File: config.mk
export PLATFORM = sky130hd
export DESIGN_NAME = vibration_sensor_host_pins
export DESIGN_NICKNAME = d
export VERILOG_FILES = /design/src/verilog/vib_pins_pkg.sv /design/src/verilog/pin_sync.sv /design/src/verilog/settings_reload.sv /design/src/verilog/vibration_sensor_host_pins.sv
export SDC_FILE = /design/constraint.sdc
export NUM_CORES = 1
export LEC_CHECK = 0
export ABC_AREA = 1
export BUFFER_PORTS_ARGS = -buffer_cell sky130_fd_sc_hd__buf_2
export CAP_MARGIN = 20
export CORE_MARGIN = 1.5
export CORE_UTILIZATION = 62
export CTS_BUF_LIST = sky130_fd_sc_hd__clkbuf_4 sky130_fd_sc_hd__clkbuf_8
export CTS_CLUSTER_DIAMETER = 200
export CTS_CLUSTER_SIZE = 16
export DETAILED_ROUTE_END_ITERATION = 10
export PLACE_DENSITY_LB_ADDON = 0.1
export SYNTH_ARGS = -nofsm -noshare
export SYNTH_HDL_FRONTEND = slang
export SYNTH_HIERARCHICAL = 1
export SYNTH_SLANG_ARGS = --single-unit
File: constraint.sdc
create_clock -name CLK_SYS_IN -period 8.2 [get_ports CLK_SYS_IN]
set_input_delay 1.23 -clock CLK_SYS_IN [delete_from_list [all_inputs] [get_ports CLK_SYS_IN]]
set_output_delay 1.23 -clock CLK_SYS_IN [all_outputs]
set_load 0.05 [all_outputs]
File: src/verilog/vib_pins_pkg.sv
package vib_pins_pkg;

    // Register byte offsets on the APB bus.
    localparam logic [7:0] GLOBAL_COMMAND_OFFSET = 8'h00;
    localparam logic [7:0] MISC_CONTROL_OFFSET = 8'h04;
    localparam logic [7:0] MODE_OFFSET = 8'h08;
    localparam logic [7:0] ALARM_CONTROL_OFFSET = 8'h0C;
    localparam logic [7:0] STATUS_OFFSET = 8'h10;
    localparam logic [7:0] IRQ_STATUS_OFFSET = 8'h14;
    localparam logic [7:0] IRQ_MASK_OFFSET = 8'h18;

    // Command codes written to the global command register.
    localparam logic [15:0] CMD_CAPTURE = 16'h0800;
    localparam logic [15:0] CMD_ESCAPE = 16'h00E8;

    // Field positions.
    localparam int TRIG_ENABLE_BIT = 12;
    localparam int ALARM_ENABLE_LSB = 0;
    localparam int ALARM_POLARITY_LSB = 2;
    localparam int FLASH_MODE_LSB = 0;
    localparam int FLASH_ALARM_LSB = 16;
    localparam int STATUS_BUSY_BIT = 0;
    localparam int STATUS_ACTIVE_BIT = 1;
    localparam int STATUS_SHUTDOWN_BIT = 2;
    localparam int STATUS_LOADING_BIT = 3;
    localparam int STATUS_MODE_LSB = 4;

    // Interrupt status bits.
    localparam int IRQ_RECORD_DONE = 0;
    localparam int IRQ_TRIGGER = 1;
    localparam int IRQ_OVERTEMP = 2;
    localparam int IRQ_ESCAPE = 3;
    localparam int IRQ_WIDTH = 4;

    // Reset values.
    localparam logic [15:0] MISC_CONTROL_RESET = 16'h0000;
    localparam logic [3:0] ALARM_CONTROL_RESET = 4'h0;
    localparam logic [3:0] IRQ_MASK_RESET = 4'h0;

    // Timing: shortest trigger pulse and the clock period.
    localparam int CLK_PERIOD_NS = 40;
    localparam int TRIG_MIN_PULSE_NS = 50;
    localparam int TRIG_MIN_PULSE_CYCLES = (TRIG_MIN_PULSE_NS + CLK_PERIOD_NS - 1) / CLK_PERIOD_NS;

    // Record modes.
    typedef enum logic [1:0] {
        MODE_MANUAL_TIME = 2'b00,
        MODE_MANUAL_SPECTRAL = 2'b01,
        MODE_AUTO_SPECTRAL = 2'b10,
        MODE_STREAMING = 2'b11
    } mode_type;

    // Capture engine states.
    typedef enum logic [1:0] {
        ST_IDLE = 2'b00,
        ST_RECORD = 2'b01,
        ST_READY_GAP = 2'b10
    } state_type;

endpackage : vib_pins_pkg

File: src/verilog/pin_sync.sv
`timescale 1ns/1ps
module pin_sync
    import vib_pins_pkg::*;
#(
    parameter int WIDTH = 1
)
(
    // Clock and reset.
    input wire logic clk_in,
    input wire logic rst_n_in,
    // Pin levels and the filtered copy.
    input wire logic [WIDTH-1:0] pin_in,
    output logic [WIDTH-1:0] level_out
);

    logic [WIDTH-1:0] meta_r;
    logic [WIDTH-1:0] s2_r;
    logic [WIDTH-1:0] s3_r;

    // Three stages; the first is read only by the second.
    always_ff @(posedge clk_in or negedge rst_n_in)
    begin
        if (!rst_n_in)
        begin
            meta_r <= '0;
            s2_r <= '0;
            s3_r <= '0;
        end
        else
        begin
            meta_r <= pin_in;
            s2_r <= meta_r;
            s3_r <= s2_r;
        end
    end

    // A level change is taken only once stages two and three agree.
    genvar i;
    generate
        for (i = 0; i < WIDTH; i++)
        begin : g_bit
            always_ff @(posedge clk_in or negedge rst_n_in)
            begin
                if (!rst_n_in)
                    level_out[i] <= 1'b0;
                else if (s2_r[i] == s3_r[i])
                    level_out[i] <= s3_r[i];
            end
        end
    endgenerate

endmodule : pin_sync

File: src/verilog/settings_reload.sv
`timescale 1ns/1ps
module settings_reload
    import vib_pins_pkg::*;
#(
    parameter int LOAD_CYCLES = 16
)
(
    // Clock and reset.
    input wire logic clk_in,
    input wire logic rst_n_in,
    // Stored settings word and load results.
    input wire logic [31:0] flash_word_in,
    output logic loading_out,
    output logic load_pulse_out,
    output logic [31:0] cfg_out
);

    logic [15:0] cnt_r;

    // The flash read takes LOAD_CYCLES after each reset release; the word is
    // sampled by the clock at the end, never by the reset itself.
    always_ff @(posedge clk_in or negedge rst_n_in)
    begin
        if (!rst_n_in)
        begin
            cnt_r <= '0;
            loading_out <= 1'b1;
            load_pulse_out <= 1'b0;
            cfg_out <= '0;
        end
        else
        begin
            load_pulse_out <= 1'b0;
            if (loading_out)
            begin
                if (cnt_r == 16'(LOAD_CYCLES - 1))
                begin
                    loading_out <= 1'b0;
                    load_pulse_out <= 1'b1;
                    cfg_out <= flash_word_in;
                end
                else
                    cnt_r <= cnt_r + 16'h0001;
            end
        end
    end

endmodule : settings_reload

File: src/verilog/vibration_sensor_host_pins.sv
// Our own choices: the address map and the APB register port.
`timescale 1ns/1ps
// What this block does
// (RULE_01) Trigger pin edge acts only with enable bit
// (RULE_02) Manual modes: rising trigger starts one record
// (RULE_03) Continuous modes: convert while high, finish record
// (RULE_04) Streaming: busy low loading, high when ready
// (RULE_05) Otherwise refuse access while busy, then release
// (RULE_06) Escape code accepted while busy, aborts capture
// (RULE_07) Alarms per control register, silent in streaming
// (RULE_08) Supply monitor low on overtemperature shutdown
// (RULE_09) Reset pin resets and reloads flash settings
// (RULE_10) Busy low from acceptance until operation completes
module vibration_sensor_host_pins
    import vib_pins_pkg::*;
#(
    parameter int RECORD_CYCLES = 4096,
    parameter int READY_GAP_CYCLES = 64,
    parameter int FLASH_LOAD_CYCLES = 16
)
(
    // Clock and reset.
    input wire logic CLK_SYS_IN,
    input wire logic NRST_IN,
    // APB slave.
    input wire logic PSEL_IN,
    input wire logic PENABLE_IN,
    input wire logic PWRITE_IN,
    input wire logic [7:0] PADDR_IN,
    input wire logic [31:0] PWDATA_IN,
    output logic [31:0] PRDATA_OUT,
    output logic PREADY_OUT,
    output logic PSLVERR_OUT,
    // Host pins.
    input wire logic TRIGGER_IN,
    input wire logic OVERTEMP_IN,
    output logic BUSY_OUT,
    output logic ALARM_OUT_FIRST_OUT,
    output logic ALARM_OUT_SECOND_OUT,
    output logic SUPPLY_MONITOR_OUT,
    // Internal sources.
    input wire logic [1:0] ALARM_EVENT_IN,
    input wire logic [31:0] FLASH_WORD_IN,
    // Interrupt.
    output logic IRQ_OUT
);

    logic rst_meta_r;
    logic rst_n;
    logic trig_level;
    logic overtemp_level;
    logic trig_prev_r;
    logic loading;
    logic load_pulse;
    logic [31:0] flash_cfg;
    logic [15:0] misc_ctrl_r;
    mode_type mode_r;
    logic [3:0] alarm_ctrl_r;
    logic [IRQ_WIDTH-1:0] irq_status_r;
    logic [IRQ_WIDTH-1:0] irq_mask_r;
    logic [IRQ_WIDTH-1:0] irq_set;
    state_type state_r;
    logic [15:0] cnt_r;
    logic shutdown_r;
    logic busy_r;
    logic continuous;
    logic trig_en;
    logic trig_rise;
    logic refuse;
    logic apb_access;
    logic wr_cmd;
    logic cmd_capture;
    logic cmd_escape;
    logic wr_ok;
    logic record_done;
    logic gap_done;

    // Reset pin is released through two flops; assertion is immediate.
    always_ff @(posedge CLK_SYS_IN or negedge NRST_IN)
    begin
        if (!NRST_IN)
        begin
            rst_meta_r <= 1'b0;
            rst_n <= 1'b0;
        end
        else
        begin
            rst_meta_r <= 1'b1;
            rst_n <= rst_meta_r; // [RULE_09]
        end
    end

    pin_sync #(.WIDTH(2)) u_pin_sync (
        .clk_in(CLK_SYS_IN),
        .rst_n_in(rst_n),
        .pin_in({OVERTEMP_IN, TRIGGER_IN}),
        .level_out({overtemp_level, trig_level})
    );

    settings_reload #(.LOAD_CYCLES(FLASH_LOAD_CYCLES)) u_reload (
        .clk_in(CLK_SYS_IN),
        .rst_n_in(rst_n),
        .flash_word_in(FLASH_WORD_IN),
        .loading_out(loading),
        .load_pulse_out(load_pulse),
        .cfg_out(flash_cfg)
    );

    // Mode decode and trigger qualification.
    assign continuous = (mode_r == MODE_AUTO_SPECTRAL) || (mode_r == MODE_STREAMING);
    assign trig_en = misc_ctrl_r[TRIG_ENABLE_BIT]; // [RULE_01]
    assign trig_rise = trig_en && trig_level && !trig_prev_r; // [RULE_01]

    // Access is refused while loading or busy outside streaming mode.
    assign refuse = loading || (state_r != ST_IDLE && mode_r != MODE_STREAMING); // [RULE_05]
    assign apb_access = PSEL_IN && PENABLE_IN;
    assign wr_cmd = apb_access && PWRITE_IN && PADDR_IN == GLOBAL_COMMAND_OFFSET;
    assign cmd_escape = wr_cmd && PWDATA_IN[15:0] == CMD_ESCAPE; // [RULE_06]
    assign wr_ok = apb_access && PWRITE_IN && !refuse;
    assign cmd_capture = wr_ok && wr_cmd && PWDATA_IN[15:0] == CMD_CAPTURE; // [RULE_02]
    assign record_done = state_r == ST_RECORD && cnt_r == 16'(RECORD_CYCLES - 1);
    assign gap_done = state_r == ST_READY_GAP && cnt_r == 16'(READY_GAP_CYCLES - 1);

    // Zero-wait slave; refused accesses end with an error.
    assign PREADY_OUT = 1'b1;
    assign PSLVERR_OUT = apb_access && refuse && !cmd_escape; // [RULE_05] [RULE_06]

    always_ff @(posedge CLK_SYS_IN or negedge rst_n)
    begin
        if (!rst_n)
            trig_prev_r <= 1'b0;
        else
            trig_prev_r <= trig_level;
    end

    // Configuration registers; mode, alarm control and the trigger enable bit reloaded from flash after every reset.
    always_ff @(posedge CLK_SYS_IN or negedge rst_n)
    begin
        if (!rst_n)
        begin
            misc_ctrl_r <= MISC_CONTROL_RESET;
            mode_r <= MODE_MANUAL_TIME;
            alarm_ctrl_r <= ALARM_CONTROL_RESET;
            irq_mask_r <= IRQ_MASK_RESET;
        end
        else if (load_pulse)
        begin
            misc_ctrl_r <= MISC_CONTROL_RESET; // [RULE_09]
            misc_ctrl_r[TRIG_ENABLE_BIT] <= flash_cfg[TRIG_ENABLE_BIT];
            mode_r <= mode_type'(flash_cfg[FLASH_MODE_LSB +: 2]);
            alarm_ctrl_r <= flash_cfg[FLASH_ALARM_LSB +: 4];
        end
        else if (wr_ok)
        begin
            unique case (PADDR_IN)
                MISC_CONTROL_OFFSET: misc_ctrl_r <= PWDATA_IN[15:0];
                MODE_OFFSET: mode_r <= mode_type'(PWDATA_IN[1:0]);
                ALARM_CONTROL_OFFSET: alarm_ctrl_r <= PWDATA_IN[3:0];
                IRQ_MASK_OFFSET: irq_mask_r <= PWDATA_IN[IRQ_WIDTH-1:0];
                default: ;
            endcase
        end
    end

    // Overtemperature latches a shutdown that only a reset clears.
    always_ff @(posedge CLK_SYS_IN or negedge rst_n)
    begin
        if (!rst_n)
            shutdown_r <= 1'b0;
        else if (overtemp_level)
            shutdown_r <= 1'b1; // [RULE_08]
    end

    // Capture engine: records run for RECORD_CYCLES, streaming adds a ready gap.
    always_ff @(posedge CLK_SYS_IN or negedge rst_n)
    begin
        if (!rst_n)
        begin
            state_r <= ST_IDLE;
            cnt_r <= '0;
        end
        else if (shutdown_r || cmd_escape)
        begin
            state_r <= ST_IDLE; // [RULE_06] [RULE_08]
            cnt_r <= '0;
        end
        else
        begin
            unique case (state_r)
                ST_IDLE:
                begin
                    cnt_r <= '0;
                    if (!loading && (cmd_capture || (!continuous && trig_rise)))
                        state_r <= ST_RECORD; // [RULE_02]
                    else if (!loading && continuous && trig_en && trig_level)
                        state_r <= ST_RECORD; // [RULE_03]
                end
                ST_RECORD:
                begin
                    cnt_r <= cnt_r + 16'h0001;
                    if (record_done)
                    begin
                        cnt_r <= '0;
                        // A low trigger only stops after the current record.
                        if (!(continuous && trig_en && trig_level))
                            state_r <= ST_IDLE; // [RULE_03]
                        else if (mode_r == MODE_STREAMING)
                            state_r <= ST_READY_GAP; // [RULE_04]
                    end
                end
                ST_READY_GAP:
                begin
                    cnt_r <= cnt_r + 16'h0001;
                    if (gap_done)
                    begin
                        cnt_r <= '0;
                        state_r <= (trig_en && trig_level) ? ST_RECORD : ST_IDLE;
                    end
                end
                default:
                begin
                    state_r <= ST_IDLE;
                    cnt_r <= '0;
                end
            endcase
        end
    end

    // Busy pin: data-ready in streaming, otherwise low while any work runs.
    always_ff @(posedge CLK_SYS_IN or negedge rst_n)
    begin
        if (!rst_n)
            busy_r <= 1'b0;
        else if (mode_r == MODE_STREAMING)
            busy_r <= !loading && state_r != ST_RECORD; // [RULE_04]
        else
            busy_r <= !loading && state_r == ST_IDLE; // [RULE_05] [RULE_10]
    end
    assign BUSY_OUT = busy_r;

    // Alarm pins: enable and polarity per pin, held inactive in streaming.
    always_ff @(posedge CLK_SYS_IN or negedge rst_n)
    begin
        if (!rst_n)
        begin
            ALARM_OUT_FIRST_OUT <= 1'b0;
            ALARM_OUT_SECOND_OUT <= 1'b0;
        end
        else
        begin
            ALARM_OUT_FIRST_OUT <= alarm_ctrl_r[ALARM_POLARITY_LSB] ^
                (alarm_ctrl_r[ALARM_ENABLE_LSB] && ALARM_EVENT_IN[0]
                 && mode_r != MODE_STREAMING); // [RULE_07]
            ALARM_OUT_SECOND_OUT <= alarm_ctrl_r[ALARM_POLARITY_LSB + 1] ^
                (alarm_ctrl_r[ALARM_ENABLE_LSB + 1] && ALARM_EVENT_IN[1]
                 && mode_r != MODE_STREAMING); // [RULE_07]
        end
    end

    // Supply monitor pin idles high and drops on shutdown.
    always_ff @(posedge CLK_SYS_IN or negedge rst_n)
    begin
        if (!rst_n)
            SUPPLY_MONITOR_OUT <= 1'b1;
        else
            SUPPLY_MONITOR_OUT <= !shutdown_r; // [RULE_08]
    end

    // Sticky events; a set in the same cycle as a write-one clear wins.
    always_comb
    begin
        irq_set = '0;
        irq_set[IRQ_RECORD_DONE] = record_done && !shutdown_r && !cmd_escape;
        irq_set[IRQ_TRIGGER] = trig_rise;
        irq_set[IRQ_OVERTEMP] = overtemp_level && !shutdown_r;
        irq_set[IRQ_ESCAPE] = cmd_escape && state_r != ST_IDLE;
    end

    always_ff @(posedge CLK_SYS_IN or negedge rst_n)
    begin
        if (!rst_n)
            irq_status_r <= '0;
        else if (wr_ok && PADDR_IN == IRQ_STATUS_OFFSET)
            irq_status_r <= (irq_status_r & ~PWDATA_IN[IRQ_WIDTH-1:0]) | irq_set;
        else
            irq_status_r <= irq_status_r | irq_set;
    end
    assign IRQ_OUT = |(irq_status_r & irq_mask_r);

    // Read data is registered so the bus sees it in the access phase.
    always_ff @(posedge CLK_SYS_IN or negedge rst_n)
    begin
        if (!rst_n)
            PRDATA_OUT <= '0;
        else if (PSEL_IN && !PENABLE_IN && !PWRITE_IN)
        begin
            PRDATA_OUT <= '0;
            unique case (PADDR_IN)
                MISC_CONTROL_OFFSET: PRDATA_OUT <= {16'h0000, misc_ctrl_r};
                MODE_OFFSET: PRDATA_OUT <= {30'h0, mode_r};
                ALARM_CONTROL_OFFSET: PRDATA_OUT <= {28'h0000000, alarm_ctrl_r};
                STATUS_OFFSET:
                begin
                    PRDATA_OUT[STATUS_BUSY_BIT] <= !busy_r;
                    PRDATA_OUT[STATUS_ACTIVE_BIT] <= state_r != ST_IDLE;
                    PRDATA_OUT[STATUS_SHUTDOWN_BIT] <= shutdown_r;
                    PRDATA_OUT[STATUS_LOADING_BIT] <= loading;
                    PRDATA_OUT[STATUS_MODE_LSB +: 2] <= mode_r;
                end
                IRQ_STATUS_OFFSET: PRDATA_OUT[IRQ_WIDTH-1:0] <= irq_status_r;
                IRQ_MASK_OFFSET: PRDATA_OUT[IRQ_WIDTH-1:0] <= irq_mask_r;
                default: ;
            endcase
        end
    end

endmodule : vibration_sensor_host_pins

==> results of run 1 <==
sequential cells by signal (all words and copies together) (netlist names), 4 cells and up:
name and count:
PRDATA_OUT 16, cnt_r 16, misc_ctrl_r 16, u_reload/cnt_r 16, u_reload/cfg_out 7, alarm_ctrl_r 4, irq_mask_r 4, irq_status_r 4
layout by cell type (no fill, tap or decap), types with 13 or more instances in the layout:
cell type    n
a21oi_1     21
nor2_1      73
nand3_1     25
inv_1       68
conb_1      18
dfrtp_1    102
buf_2       61
xor2_1      13
o21ai_0     35
nand2_1    168
metrics by stage:
stage               total power, W  cells  utilization, %
floorplan                 0.000604    641               -
global placement          0.000622    779            67.2
detailed placement        0.000624    779            67.2
CTS                       0.000946    795            69.7
global route              0.000974    795            69.7
finish                    0.000943    795            69.7
final timing paths:
check                                  from  slack, ps            endpoint  cells after the start
worst min register to register        rst_n        360  u_pin_sync/s2_r[0]                      0
worst max-delay path            PADDR_IN[7]       4620         PSLVERR_OUT                      8
max in group asynchronous             rst_n       6770     misc_ctrl_r[14]                      1
min in group CLK_SYS_IN          rst_meta_r        360               rst_n                      0
worst min-delay path                  rst_n        360  u_pin_sync/s2_r[0]                      0
worst max register to register   state_r[1]       5920       irq_mask_r[3]                      9
routing by layer:
metal  track usage (%)  vias to the layer above  part of all wire (%)
li1                  -                     2070                     -
met1              32.1                     1966                    43
met2              42.0                      120                    49
met3              4.03                       25                   6.0
met4              12.8                        0                   2.8
met5                 0                        -                     0
cell type report:
type / instances / area [um^2]
Timing Repair Buffer: 62 / 313
Clock inverter: 3 / 42.5
Sequential cell: 105 / 2630
Inverter: 74 / 279
Tap cell: 105 / 131
Clock buffer: 13 / 160
Fill cell: 694 / 2480
Multi-Input combinational cell: 433 / 2130
critical path: stages:
cell	delay (ps)
buf_2	90
nor2_1	120
nand2_1	130
nor2_1	140
nand2_1	90
nor2_2	250
nor3_1	70
buf_2	210
where the power goes:
part | internal (W) | switching, W | leakage, nW
Combinational | 0.0000174 | 0.0000590 | 1.38
Sequential | 0.000527 | 0.00000994 | 1.37
Clock | 0.000160 | 0.000170 | 0.104
Total | 0.000704 | 0.000239 | 2.85
==> flow_summary_export.csv, run 1 <==
group,metric,value,unit
run_status,status,"finished clean",
cts,postCtsSetupBuffers,0,
layout,final_cell_area,5690,um^2
placed_design,pre_cts_ws,4620,ps
placed_design,portBuffers,61,
synthesis,synth_area,5190,um^2
detailed_routing,drc,0,
setup_path,end_kind,"primary output",
placed_design,gp_congestion,0.916,
cts,worstSkewPairLatency,370,ps
cts,numCtsBuffers,9,
detailed_routing,wirelength,10600,um
cts,cts_resized,0,
global_route,grt_overflow,0,
sta,holdWs,356,ps
synthesis,synthCells,625,
placed_design,hpwlAfterDp,7960,um
sta,rsz0062_at_grt,"no",
detailed_routing,vias_per_cell,5.26,
cts,htree_levels,3,
layout,antenna_cells,0,
die,core-area,8180,um^2
sta,skew,10.1,ps
global_route,antenna_found_initial,0,
sta,setup_tns,0,ps
sta,maxSlewViolCount,0,
global_route,grtUsageTotal,25.3,%
die,die_area,8930,um^2
layout,syn2layout_area_growth,9.74,%
sta,finalHoldViolCount,0,
sta,setup-violations-final,0,
detailed_routing,final_antenna_net_count,0,
cts,clock-sinks,105,
setup_path,path_class,"primary input to primary output",
setup_path,cp-start-kind,"primary input",
layout,layout-drive-gt1-share,16.8,%
global_route,first_global_vias,3934,
global_route,grt_pass1_wl,17400,um
job,drv_cap,0,
sta,fin_ws,4620,ps
layout,nNetsFinal,772,
min_path,hold_class,"flip-flop to async pin",
pwr,power_leakage,2.85,nW
pwr,ir_drop,99.5,uV
sta,fin_crit_sh,43.7,%
die,rows,33,
cts,cts_hold_buffers,0,
detailed_routing,vias,4181,
sta,fmax,0.279,GHz
die,die_w,94.5,um
cts,cts_root_buffer,"clkbuf_8",
sta,final.min_clock_period,3580,ps
global_route,grt_max_degree,53,
synthesis,yosys_warnings,6,
setup_path,path_max_fanout,4,
pwr,power_density,166,nW/um^2
detailed_routing,drtIter0Drc,204,
cts,cts_tree,"done",
cts,clk_path_buf_depth,2,
detailed_routing,wire_per_inst,13.4,um
sta,tightest_slew,656,ps
die,pin_count,120,
die,fp.dieH,94.5,um
detailed_routing,drtPass1Iterations,4,
sta,relSlewSlack,56.3,%
setup_path,arrival,2350,ps
placed_design,placed_area,5490,um^2
setup_path,required,6970,ps
die,start_util,63.5,%
synthesis,avgSynthCellArea,8.30,um^2
cts,clk_pin_slew,90,ps
(Power assumes the default switching activity.)
==> inputs of run 2 (changes only) <==
CORE_UTILIZATION = 58   (was 62)
clock period = 3.5 ns   (was 8.2 ns; I/O delays follow)
==> run 2 against run 1 <==
Core utilization decreased by 3.7 points. Via count decreased by 0.93%. Sequential power increased by 130%. Clock power increased by 130%. Critical path type is now flip-flop to primary output. Largest power group unchanged. Highest routed layer unchanged.
==> flow_summary_export.csv, run 2 (synthesis results as in run 1) <==
group,metric,value,unit
detailed_routing,drtPass1Iterations,5,
sta,skew,6.46,ps
pwr,p_sw,0.000558,W
sta,rsz0062_at_grt,"no",
pwr,power_frac_seq,57.0,%
setup_path,regToRegEndpoint,"irq_mask_r[2]",
setup_path,arrival,1910,ps
cts,worstSkewPairLatency,360,ps
setup_path,end_kind,"primary output",
pwr,clkPwrFrac,34.9,%
layout,syn2layout_area_growth,10.2,%
global_route,grt_pass1_wl,18400,um
setup_path,ff2ff_setup_slack,1270,ps
pwr,ir_drop,185,uV
die,core-area,8680,um^2
layout,regArea,2630,um^2
global_route,grtUsageTotal,24.1,%
detailed_routing,wirelength,10800,um
placed_design,gp_congestion,0.888,
global_route,first_global_vias,3983,
layout,final_cells,799,
layout,multiInputGateArea,2130,um^2
detailed_routing,vias_per_cell,5.18,
global_route,grt_max_degree,54,
cts,cts_resized,0,
setup_path,r2r_cells,8,
sta,maxSlewViolCount,0,
setup_path,path_max_fanout,6,
placed_design,hpwlAfterDp,7920,um
layout,final_cell_mix,"168 x nand2_1, 102 x dfrtp_1, 73 x nor2_1",
setup_path,startpoint,"state_r[1]",
cts,clk_path_buf_depth,2,
sta,tightest_slew,694,ps
die,rows,34,
sta,fmax,0.411,GHz
layout,nNetsFinal,773,
cts,cts_tree,"done",
job,drv_cap,0,
detailed_routing,drtIter0Drc,267,
detailed_routing,drc,0,
layout,layout_commonest_cell,"nand2_1",
placed_design,dp_cells,782,
die,start_util,59.8,%
pwr,power_leakage,2.86,nW
cts,cts_root_buffer,"clkbuf_8",
min_path,hold_class,"primary input to flip-flop",
setup_path,cp-start-kind,"flip-flop",
die,fp.dieH,97.6,um
setup_path,endpoint,"PSLVERR_OUT",
die,pin_count,120,
sta,finalHoldViolCount,0,
layout,layout-drive-gt1-share,16.8,%
cts,numCtsBuffers,9,
cts,clock-sinks,105,
pwr,comb_power_share,8.2,%
setup_path,reg2reg_from,"state_r[1]",
layout,nFillCells,752,
pwr,p_int,0.00165,W
pwr,switching_share,25.3,%
sta,setup-violations-final,0,
pwr,power_density,386,nW/um^2
run_status,status,"finished clean",
cts,htree_levels,3,
layout,antenna_cells,0,
sta,relSlewSlack,53.7,%
cts,clk_pin_slew,90,ps
detailed_routing,wire_per_inst,13.5,um
detailed_routing,vias,4142,
global_route,antenna_found_initial,0,
die,die_w,97.6,um
setup_path,required,2970,ps
detailed_routing,final_antenna_net_count,0,
sta,final.min_clock_period,2430,ps
die,die_area,9520,um^2
placed_design,portBuffers,61,
sta,fin_crit_sh,69.6,%
sta,setup_tns,0,ps
setup_path,path_class,"flip-flop to primary output",
global_route,grt_overflow,0,
==> run 2: power groups by stage <==
stage               registers [W]  logic [W]  clock network, W
finish                    0.00126   0.000180          0.000770
global route              0.00126   0.000197          0.000838
CTS                       0.00126   0.000180          0.000794
detailed placement        0.00128   0.000179                 0
global placement          0.00128   0.000176                 0
floorplan                 0.00131   0.000102                 0
==> run 2: worst min path at each step <==
stage | start | to | slack [ps] | cells past startpoint
4_1_cts | OVERTEMP_IN | u_pin_sync/meta_r[1] | 240 | 1
3_5_place_dp | NRST_IN | rst_meta_r | 320 | 1
5_1_grt | OVERTEMP_IN | u_pin_sync/meta_r[1] | 230 | 1
2_1_floorplan | NRST_IN | rst_meta_r | 230 | 0
3_3_place_gp | NRST_IN | rst_meta_r | 310 | 1
6_report | OVERTEMP_IN | u_pin_sync/meta_r[1] | 260 | 1
==> run 2: repair_timing <==
item,CTS,global route
endpoints found under the setup margin,0,0
hold buffers,1,0
setup buffers,0,0
hold endpoints to repair,2,0
==> run 2: cell type report <==
cell class	count	share of cell area [%]
clock buffers	13	2.80
clock inverters	3	0.744
repair buffers	63	5.86
multi-input cells	433	37.3
flip-flops and latches	105	46.0
inverters	74	4.88
well taps	108	2.36
==> run 2: routing by layer <==
layer,GRT usage (%),up-vias,wire [um]
li1,-,2060,-
met1,31.7,1978,4750
met2,39.9,94,5360
met3,6.12,10,542
met4,6.26,0,116
met5,0,-,0
==> run 2: critical path: stages (launching register included) <==
cell and delay, ps:
dfrtp_1 440, inv_1 90, ha_1 230, inv_1 120, a21oi_2 80, nor3_1 260, buf_2 320
==> run 2: through the flow <==
| step | area (um^2) | hold WS, ps | utilization, % | worst slack, ps | power, W |
|---|---|---|---|---|---|
| 2_1_floorplan | 5250 | 229 | - | 362 | 0.00142 |
| 3_3_place_gp | 5510 | 310 | 63.5 | 1160 | 0.00146 |
| 3_5_place_dp | 5510 | 316 | 63.5 | 1110 | 0.00146 |
| 4_1_cts | 5720 | 241 | 65.9 | 1060 | 0.00224 |
| 5_1_grt | 5720 | 227 | 65.9 | 952 | 0.00230 |
| 6_report | 5720 | 257 | 65.9 | 1070 | 0.00221 |
